$ cat config.mk
export PLATFORM = sky130hd
export DESIGN_NAME = vlcb_top
export DESIGN_NICKNAME = d
export VERILOG_FILES = /design/src/vlcb_pkg.sv /design/src/vlcb_top.sv
export SDC_FILE = /design/constraint.sdc
export NUM_CORES = 1
export LEC_CHECK = 0
export ABC_AREA = 1
export BUFFER_PORTS_ARGS = -buffer_cell sky130_fd_sc_hd__buf_2
export CORE_UTILIZATION = 38
export CTS_BUF_LIST = sky130_fd_sc_hd__clkbuf_4
export CTS_CLUSTER_SIZE = 10
export DETAILED_ROUTE_END_ITERATION = 6
export PLACE_DENSITY_LB_ADDON = 0.08
export SETUP_SLACK_MARGIN = 0.15
export SLEW_MARGIN = 20
export SYNTH_ARGS = -nofsm -noshare
export SYNTH_HDL_FRONTEND = slang
export SYNTH_SLANG_ARGS = --single-unit
export TNS_END_PERCENT = 20
$ cat constraint.sdc
create_clock -name pclk -period 8.7 [get_ports pclk]
set_input_delay 1.305 -clock pclk [delete_from_list [all_inputs] [get_ports pclk]]
set_output_delay 1.305 -clock pclk [all_outputs]
set_load 0.02 [all_outputs]
$ cat src/vlcb_pkg.sv
// Constants shared by the line counter and luma/chroma adjust block.
package vlcb_pkg;
    // ************************************************************
    // Register map
    // ************************************************************
    localparam logic [7:0] VLCB_OFS_CTRL  = 8'h00;
    localparam logic [7:0] VLCB_OFS_ADJ   = 8'h04;
    localparam logic [7:0] VLCB_OFS_STAT  = 8'h08;
    localparam logic [7:0] VLCB_OFS_COUNT = 8'h0C;
    // Control fields.
    localparam int VLCB_CTRL_SYNC_LSB = 0;
    localparam int VLCB_CTRL_WIDE_BIT = 4;
    localparam logic [2:0] VLCB_SYNC_RST  = 3'h0;
    localparam logic       VLCB_WIDE_RST  = 1'b0;
    // Adjust fields.
    localparam int VLCB_ADJ_OFS_LSB  = 0;
    localparam int VLCB_ADJ_GAIN_LSB = 8;
    localparam int VLCB_ADJ_SAT_LSB  = 16;
    localparam logic [7:0] VLCB_OFS_LEVEL_RST = 8'h80;
    localparam logic [6:0] VLCB_GAIN_RST      = 7'h40;
    localparam logic [6:0] VLCB_SAT_RST       = 7'h40;
    // Status and line count fields.
    localparam int VLCB_STAT_EVEN_BIT = 16;
    localparam int VLCB_STAT_ACQ_BIT  = 17;
    localparam int VLCB_STAT_LOCK_BIT = 18;
    localparam int VLCB_COUNT_EVEN_LSB = 16;
    // ************************************************************
    // Sync selection and video constants
    // ************************************************************
    localparam logic [2:0] VLCB_SYNC_FIELD = 3'h6;
    localparam logic [2:0] VLCB_SYNC_CODE  = 3'h7;
    localparam logic [7:0] VLCB_TRS_FF     = 8'hFF;
    localparam logic [7:0] VLCB_TRS_00     = 8'h00;
    localparam logic [8:0] VLCB_MID        = 9'h080;
    localparam logic [11:0] VLCB_LINE_FIRST = 12'h001;
    localparam int VLCB_GAIN_SHIFT = 6;
    // Acquisition states.
    typedef enum logic [2:0] {
        VLCB_IDLE   = 3'b001,
        VLCB_WAIT   = 3'b010,
        VLCB_ACTIVE = 3'b100
    } vlcb_acq_t;
endpackage

$ cat src/vlcb_top.sv
// Source line counter with selectable sync reset and luma/chroma adjust stage.
//
// Added by the designer: the APB interface to the registers and the placing of the registers.
`timescale 1ns/1ns
module vlcb_top
    import vlcb_pkg::*;
(
    // Clock and reset.
    input  wire logic        pclk,
    input  wire logic        presetn,
    // APB slave.
    input  wire logic        psel,
    input  wire logic        penable,
    input  wire logic        pwrite,
    input  wire logic [7:0]  paddr,
    input  wire logic [31:0] pwdata,
    output logic      [31:0] prdata,
    output logic             pready,
    output logic             pslverr,
    // Video source port.
    input  wire logic [15:0] vid_data,
    input  wire logic        pixel_qualifier,
    input  wire logic        horizontal_sync_input,
    input  wire logic        vertical_sync_input,
    input  wire logic        frame_field_sync_input,
    input  wire logic        vid_locked,
    // Adjusted stream toward the scaler.
    output logic      [15:0] adj_data,
    output logic             adj_valid,
    output logic             adj_chroma,
    output logic             adj_field_even,
    output logic             adj_line_start
);
    // ************************************************************
    // Register file
    // ************************************************************
    logic [2:0]  sync_sel_q;
    logic        wide_mode_q;
    logic [7:0]  luma_offset_level_q;
    logic [6:0]  luma_gain_level_q;
    logic [6:0]  colour_intensity_gain_q;
    logic [11:0] source_line_counter_q;
    logic [11:0] odd_lines_q;
    logic [11:0] even_lines_q;
    logic        field_even_q;
    vlcb_acq_t   acq_q;
    logic        setup;
    logic        wr_en;
    logic        hit;
    logic [31:0] rd_d;

    assign setup = psel && !penable;
    assign wr_en = psel && penable && pwrite && pready;
    assign hit   = paddr == VLCB_OFS_CTRL || paddr == VLCB_OFS_ADJ ||
                   paddr == VLCB_OFS_STAT || paddr == VLCB_OFS_COUNT;

    // Read mux; unmapped offsets read zero and report an error.
    always_comb begin
        rd_d = 32'h0000_0000;
        case (paddr)
            VLCB_OFS_CTRL: begin
                rd_d[VLCB_CTRL_SYNC_LSB +: 3] = sync_sel_q;
                rd_d[VLCB_CTRL_WIDE_BIT]      = wide_mode_q;
            end
            VLCB_OFS_ADJ: begin
                rd_d[VLCB_ADJ_OFS_LSB +: 8]  = luma_offset_level_q;
                rd_d[VLCB_ADJ_GAIN_LSB +: 7] = luma_gain_level_q;
                rd_d[VLCB_ADJ_SAT_LSB +: 7]  = colour_intensity_gain_q;
            end
            VLCB_OFS_STAT: begin
                rd_d[11:0]               = source_line_counter_q;
                rd_d[VLCB_STAT_EVEN_BIT] = field_even_q;
                rd_d[VLCB_STAT_ACQ_BIT]  = acq_q == VLCB_ACTIVE;
                rd_d[VLCB_STAT_LOCK_BIT] = vid_locked;
            end
            VLCB_OFS_COUNT: begin
                rd_d[11:0]                     = odd_lines_q;
                rd_d[VLCB_COUNT_EVEN_LSB +: 12] = even_lines_q;
            end
            default: rd_d = 32'h0000_0000;
        endcase
    end

    // The answer is registered, so every access phase lasts exactly one cycle.
    always_ff @(posedge pclk or negedge presetn) begin
        if (!presetn) begin
            pready  <= 1'b0;
            pslverr <= 1'b0;
            prdata  <= 32'h0000_0000;
        end else begin
            pready  <= setup;
            pslverr <= setup && !hit;
            prdata  <= setup ? rd_d : 32'h0000_0000;
        end
    end

    // Live reload allowed.
    // Writes take effect at once, mid field; the stream picks them up next pixel.
    always_ff @(posedge pclk or negedge presetn) begin
        if (!presetn) begin
            sync_sel_q              <= VLCB_SYNC_RST;
            wide_mode_q             <= VLCB_WIDE_RST;
            luma_offset_level_q     <= VLCB_OFS_LEVEL_RST;
            luma_gain_level_q       <= VLCB_GAIN_RST;
            colour_intensity_gain_q <= VLCB_SAT_RST;
        end else if (wr_en && paddr == VLCB_OFS_CTRL) begin
            sync_sel_q  <= pwdata[VLCB_CTRL_SYNC_LSB +: 3];
            wide_mode_q <= pwdata[VLCB_CTRL_WIDE_BIT];
        end else if (wr_en && paddr == VLCB_OFS_ADJ) begin
            luma_offset_level_q     <= pwdata[VLCB_ADJ_OFS_LSB +: 8];
            luma_gain_level_q       <= pwdata[VLCB_ADJ_GAIN_LSB +: 7];
            colour_intensity_gain_q <= pwdata[VLCB_ADJ_SAT_LSB +: 7];
        end
    end

    // ************************************************************
    // Sync edge and timing reference detection
    // ************************************************************
    logic       vs_q;
    logic       fs_q;
    logic       hs_q;
    logic [1:0] trs_cnt_q;
    logic       code_v_q;
    logic       trs_word;
    logic       eav_word;
    logic       sav_word;
    logic       vs_rise;
    logic       vs_fall;
    logic       fs_edge;
    logic       code_vrise;
    logic       ref_event;
    logic       line_tick;
    logic       event_even;

    // Embedded codes only appear in the 8-bit stream: FF 00 00 then the flag word.
    assign trs_word   = !wide_mode_q && pixel_qualifier && trs_cnt_q == 2'd3;
    assign eav_word   = trs_word && vid_data[4];
    assign sav_word   = trs_word && !vid_data[4];
    assign vs_rise    = vertical_sync_input && !vs_q;
    assign vs_fall    = !vertical_sync_input && vs_q;
    assign fs_edge    = frame_field_sync_input != fs_q;
    assign code_vrise = eav_word && vid_data[5] && !code_v_q;

    always_comb begin
        case (sync_sel_q)
            VLCB_SYNC_CODE:  ref_event = code_vrise;
            VLCB_SYNC_FIELD: ref_event = fs_edge;
            default:         ref_event = sync_sel_q[0] ? vs_fall : vs_rise;
        endcase
    end

    // Own field detector.
    // In vertical sync modes the field is even when the chosen sync edge is out of phase
    // with the line sync, rising or falling alike; in field mode the field pin level gives it.
    always_comb begin
        case (sync_sel_q)
            VLCB_SYNC_CODE:  event_even = vid_data[6];
            VLCB_SYNC_FIELD: event_even = frame_field_sync_input;
            default:         event_even = !horizontal_sync_input;
        endcase
    end

    assign line_tick = (sync_sel_q == VLCB_SYNC_CODE) ? eav_word
                     : (horizontal_sync_input && !hs_q);

    // Delayed copies of the sync pins and the code parser.
    always_ff @(posedge pclk or negedge presetn) begin
        if (!presetn) begin
            vs_q      <= 1'b0;
            fs_q      <= 1'b0;
            hs_q      <= 1'b0;
            trs_cnt_q <= 2'd0;
            code_v_q  <= 1'b0;
        end else begin
            vs_q <= vertical_sync_input;
            fs_q <= frame_field_sync_input;
            hs_q <= horizontal_sync_input;
            if (pixel_qualifier) begin
                if (vid_data[7:0] == VLCB_TRS_FF) begin
                    trs_cnt_q <= 2'd1;
                end else if (vid_data[7:0] == VLCB_TRS_00 && trs_cnt_q != 2'd0
                             && trs_cnt_q != 2'd3) begin
                    trs_cnt_q <= trs_cnt_q + 2'd1;
                end else begin
                    trs_cnt_q <= 2'd0;
                end
            end
            if (eav_word) begin
                code_v_q <= vid_data[5];
            end
        end
    end

    // ************************************************************
    // Source line counter
    // ************************************************************
    // Counter clear.
    // The reset event wins over a line tick in the same cycle, so line one is
    // the line in which the event falls. The offsets per mode follow from this.
    always_ff @(posedge pclk or negedge presetn) begin
        if (!presetn) begin
            source_line_counter_q <= 12'h000;
            field_even_q          <= 1'b0;
        end else if (ref_event) begin
            source_line_counter_q <= VLCB_LINE_FIRST;
            field_even_q          <= event_even;
        end else if (line_tick) begin
            source_line_counter_q <= source_line_counter_q + 12'h001;
        end
    end

    always_ff @(posedge pclk or negedge presetn) begin
        if (!presetn) begin
            odd_lines_q  <= 12'h000;
            even_lines_q <= 12'h000;
        end else if (ref_event && field_even_q) begin
            even_lines_q <= source_line_counter_q;
        end else if (ref_event) begin
            odd_lines_q <= source_line_counter_q;
        end
    end

    // ************************************************************
    // Acquisition control
    // ************************************************************
    // Wait for next field.
    // Losing lock drops to idle; after relock only a fresh field start resumes,
    // so a torn field is never passed on.
    always_ff @(posedge pclk or negedge presetn) begin
        if (!presetn) begin
            acq_q <= VLCB_IDLE;
        end else begin
            case (acq_q)
                VLCB_IDLE:   acq_q <= vid_locked ? VLCB_WAIT : VLCB_IDLE;
                VLCB_WAIT:   acq_q <= !vid_locked ? VLCB_IDLE
                                    : ref_event ? VLCB_ACTIVE : VLCB_WAIT;
                VLCB_ACTIVE: acq_q <= vid_locked ? VLCB_ACTIVE : VLCB_IDLE;
                default:     acq_q <= VLCB_IDLE;
            endcase
        end
    end

    // ************************************************************
    // Luma and chroma adjust
    // ************************************************************
    logic       phase_q;
    logic       is_chroma;
    logic       code_word;
    logic [7:0] y_in;
    logic [7:0] c_in;
    logic [7:0] y_out;
    logic [7:0] c_out;

    function automatic logic [7:0] vlcb_clamp(input logic signed [17:0] v);
        if (v < 18'sd0) begin
            return 8'h00;
        end else if (v > 18'sd255) begin
            return 8'hFF;
        end
        return v[7:0];
    endfunction

    function automatic logic [7:0] vlcb_luma(input logic [7:0] y, input logic [6:0] g,
                                             input logic [7:0] o);
        logic signed [17:0] p;
        p = $signed({3'b000, 15'(({7'h00, y} * {8'h00, g}) >> VLCB_GAIN_SHIFT)})
          + $signed({10'h000, o}) - $signed({9'h000, VLCB_MID});
        return vlcb_clamp(p);
    endfunction

    function automatic logic [7:0] vlcb_chroma(input logic [7:0] c, input logic [6:0] s);
        logic signed [17:0] d;
        d = ($signed({10'h000, c}) - $signed({9'h000, VLCB_MID}))
          * $signed({11'h000, s});
        d = d >>> VLCB_GAIN_SHIFT;
        return vlcb_clamp(d + $signed({9'h000, VLCB_MID}));
    endfunction

    // Word format select.
    // 8-bit words alternate chroma and luma from each start of line; 16-bit
    // words carry luma low and chroma high.
    assign is_chroma = !wide_mode_q && !phase_q;
    // Code words of the 8-bit stream: the leading FF, the zeros after it and the flag word.
    assign code_word = !wide_mode_q && (vid_data[7:0] == VLCB_TRS_FF || trs_word
                       || (vid_data[7:0] == VLCB_TRS_00 && trs_cnt_q != 2'd0));
    assign y_in      = vid_data[7:0];
    assign c_in      = wide_mode_q ? vid_data[15:8] : vid_data[7:0];
    assign y_out     = vlcb_luma(y_in, luma_gain_level_q, luma_offset_level_q);
    assign c_out     = vlcb_chroma(c_in, colour_intensity_gain_q);

    // Byte phase restarts after each start code or line sync.
    always_ff @(posedge pclk or negedge presetn) begin
        if (!presetn) begin
            phase_q <= 1'b0;
        end else if (sav_word || (horizontal_sync_input && !hs_q)) begin
            phase_q <= 1'b0;
        end else if (pixel_qualifier && !code_word) begin
            phase_q <= !phase_q;
        end
    end

    // Qualified pixels adjusted.
    // Code words are not pixels and are never forwarded.
    always_ff @(posedge pclk or negedge presetn) begin
        if (!presetn) begin
            adj_data       <= 16'h0000;
            adj_valid      <= 1'b0;
            adj_chroma     <= 1'b0;
            adj_field_even <= 1'b0;
            adj_line_start <= 1'b0;
        end else begin
            // The lock pin gates at once, since the state only drops a cycle later.
            adj_valid      <= acq_q == VLCB_ACTIVE && vid_locked && pixel_qualifier
                              && !code_word;
            adj_chroma     <= is_chroma;
            adj_data       <= wide_mode_q ? {c_out, y_out}
                              : {8'h00, is_chroma ? c_out : y_out};
            adj_field_even <= field_even_q;
            adj_line_start <= line_tick && acq_q == VLCB_ACTIVE;
        end
    end
endmodule // vlcb_top

==> metrics.md <==
| Metric | Value |
|---|---|
| Most frequent cells in the layout | `inv_1, nand2_1, dfrtp_1` |
| Hold buffer count at CTS | `0` |
| Layout cells sized above 1 | `0.140` |
| IO Pins | `120` |
| Crit path kind | `input port to flip-flop` |
| Clk_lat worst skew | `approximately 0.53 ns` |
| Final Critical Period | `7.16 ns` |
| Routed Antenna Nets | `0` |
| Drt total wl | `approximately 26000 um` |
| Vias in the first global route | `8084` |
| Largest net degree at the start of global routing | `about 70` |
| Clock Sinks | `122` |
| Synth async-reset ratio | `1.00` |
| Status | `finished clean` |
| Clk buf depth | `2` |
| Synthesized area per cell | `8.02 um2` |
| Worst setup EP type | `flip-flop` |
| Layout Skew | `0.0279 ns` |
| Synthesized flop and latch total | `122` |
| Final hold vios | `0` |
| Worst min path class | `flip-flop to flip-flop` |
| Initial antenna violation count | `1` |
| Core Rows | `59` |
| Number of distinct library cells after synthesis | `49` |
| Final HPWL from detailed placement | `20100 um` |
| Area grow syn2layout | `11.2%` |
| Crit path largest cell delay | `about 0.54 ns` |
| Die Wd | `about 170 um` |
| Via density | `4.81` |
| IO buf count | `104` |
| Mapped Area | `10100 um2` |
| Buf/Inv on CP | `6` |
| Grt ovf | `0` |
| Mapped Cells | `1261` |
| Crit-path slowest cell | `fa_1` |
| Max Cap Violations | `0` |
| Unrepaired setup endpoints after global routing | `no` |
| Met1 GRT Util | `0.296` |
| Initial core utilization | `0.388` |
| Cell family with most CP delay | `adder cells` |
| FF+latch area | `3060 um2` |
| Worst setup SP type | `input port` |
| Worst-Margin Slew | `0.982 ns` |
| Commonest non-fill, non-tap cell in the layout | `inv_1` |
| Rel. slew slack | `0.339` |
| Filler cell count | `2704` |
| Vias | `approximately 8200` |
| Final TNS setup | `0 ns` |
| LEAKAGE | `6.58 nW` |
| Met2 Track Usage GR | `0.314` |
| Fmax | `0.140 GHz` |
| Post-CTS sizing | `0` |
| Cts bufs inserted | `17` |
| First-pass GRT wire length | `42100 um` |
| Worst VDD drop | `285 uV` |
| CP arrival | `7.58 ns` |
| Worst setup margin | `1.54 ns` |
| EDFF count, synth | `0` |
| Worst Path Required | `9.11 ns` |
| Placed instance count | `about 1700` |
| Global route hottest layer | `met2` |
| DR pass1 iterations | `7` |
| Final GP Congestion | `0.860` |
| Die H | `165 um` |
| Met3 Use GR | `0.0302` |
| Setup Fix Bufs, Post-CTS | `0` |
| Max-slew violation count | `0` |
| Area of the multi-input gates | `5890 um2` |
| Tcrit/Tclk final | `0.823` |
| Seq/Total Area, Yosys | `0.302` |
| Htree depth | `4` |
| Core ar. | `26100 um2` |
| PwrDens | `248 nW/um2` |
| GRT Overall Usage | `0.201` |
| Reg clk slew, reported paths | `0.12 ns` |
| Setup WS pre-CTS | `0.946 ns` |
| # nets final | `1582` |
| Max FO, Critical Path | `12` |
| DRC viols | `0` |
| Final setup viols | `0` |
| DRC marker count from the first detailed-route iteration | `626` |
| CP dominant cell by count | `nand2_1` |
| Final non-filler cell total | `1705` |
| CTS tree | `yes` |
| Top FF cell, synth | `dfrtp_1` |
| Full die area | `27300 um2` |
| CTS root buffer | `clkbuf_4` |
| Synth warnings | `0` |
| Wire length per cell | `about 15 um` |
==> cells in the mapped netlist, drive strengths merged, types with 2 or more instances <==
library cell,count,area share
mux2,10,0.011
a21oi,57,0.028
and2,2,0.0012
or2,6,0.0037
nor2,108,0.043
a221oi,5,0.0043
a21boi,2,0.0015
nor4,6,0.0058
clkbuf,28,0.010
dfstp,4,0.010
o221ai,4,0.0035
fa,76,0.15
nand4,6,0.0037
o211ai,8,0.0059
a31oi,4,0.0025
xor2,18,0.016
buf,10,0.0073
o21ai,64,0.032
xnor2,7,0.0061
nand3,48,0.025
nor3,20,0.0099
a21o,6,0.0045
dfrtp,118,0.29
o21bai,3,0.0022
nand2,279,0.11
clkinv,4,0.0015
o31ai,2,0.0015
ha,84,0.10
inv,266,0.099
==> cells by family after synthesis <==
kind of cell	after synthesis	share of synthesized area
xor+xnor	25	0.0224
mux	11	0.0121
simple gates	475	0.201
other cells	1	0.000371
compound gates	159	0.0893
flops	122	0.302
buf+inv	308	0.118
fa+ha+maj	160	0.254
==> where the power goes <==
part | switching [W] | total [W] | internal, W
clock network | 0.000251 | 0.000428 | 0.000177
registers | 0.0000142 | 0.000627 | 0.000613
logic | 0.00116 | 0.00174 | 0.000582
total | 0.00142 | 0.00279 | 0.00137
==> sequential cells by signal, indices dropped and copies added, names as in the netlist, 2 cells and up <==
register,flops
acq_q,3
adj_data,16
colour_intensity_gain_q,7
even_lines_q,12
luma_gain_level_q,7
luma_offset_level_q,8
odd_lines_q,12
prdata,27
source_line_counter_q,12
sync_sel_q,3
trs_cnt_q,2
==> worst paths after layout <==
path	depth (start not counted)	from	slack, ns	endpoint
setup reg to reg	29	luma_gain_level_q[6]	1.92	adj_data[3]
hold reg to reg	0	field_even_q	0.46	adj_field_even
min in group asynchronous	1	presetn	0.73	adj_data[1]
hold / removal	0	field_even_q	0.46	adj_field_even
max in group asynchronous	2	presetn	6.66	luma_offset_level_q[5]
setup / recovery	30	vid_data[5]	1.54	adj_data[3]
==> layout make-up <==
cell class | instances | area share
Antenna cell | 1 | 0.000223
Inverter | 270 | 0.0901
Tap cell | 335 | 0.0373
Sequential cell | 122 | 0.272
Clock buffer | 17 | 0.0113
Clock inverter | 15 | 0.0148
Timing Repair Buffer | 110 | 0.0508
Multi-Input combinational cell | 835 | 0.523
==> per-stage QoR <==
step,util,hold WS (ns),total power (W),cell area (um2)
detailed placement,0.420,0.402,0.00239,10900
CTS,0.431,0.449,0.00283,11200
finish,0.432,0.455,0.00279,11200
floorplan,-,0.374,0.00204,10100
global route,0.432,0.492,0.00311,11200
global placement,0.420,0.415,0.00237,10900
==> layer usage <==
layer | up-vias | routed length [um]
met5 | - | 0
met4 | 0 | 151
met3 | 10 | 1160
met2 | 176 | 11500
met1 | 3937 | 12900
li1 | 4076 | -
Power figures use the tool's default switching activity.
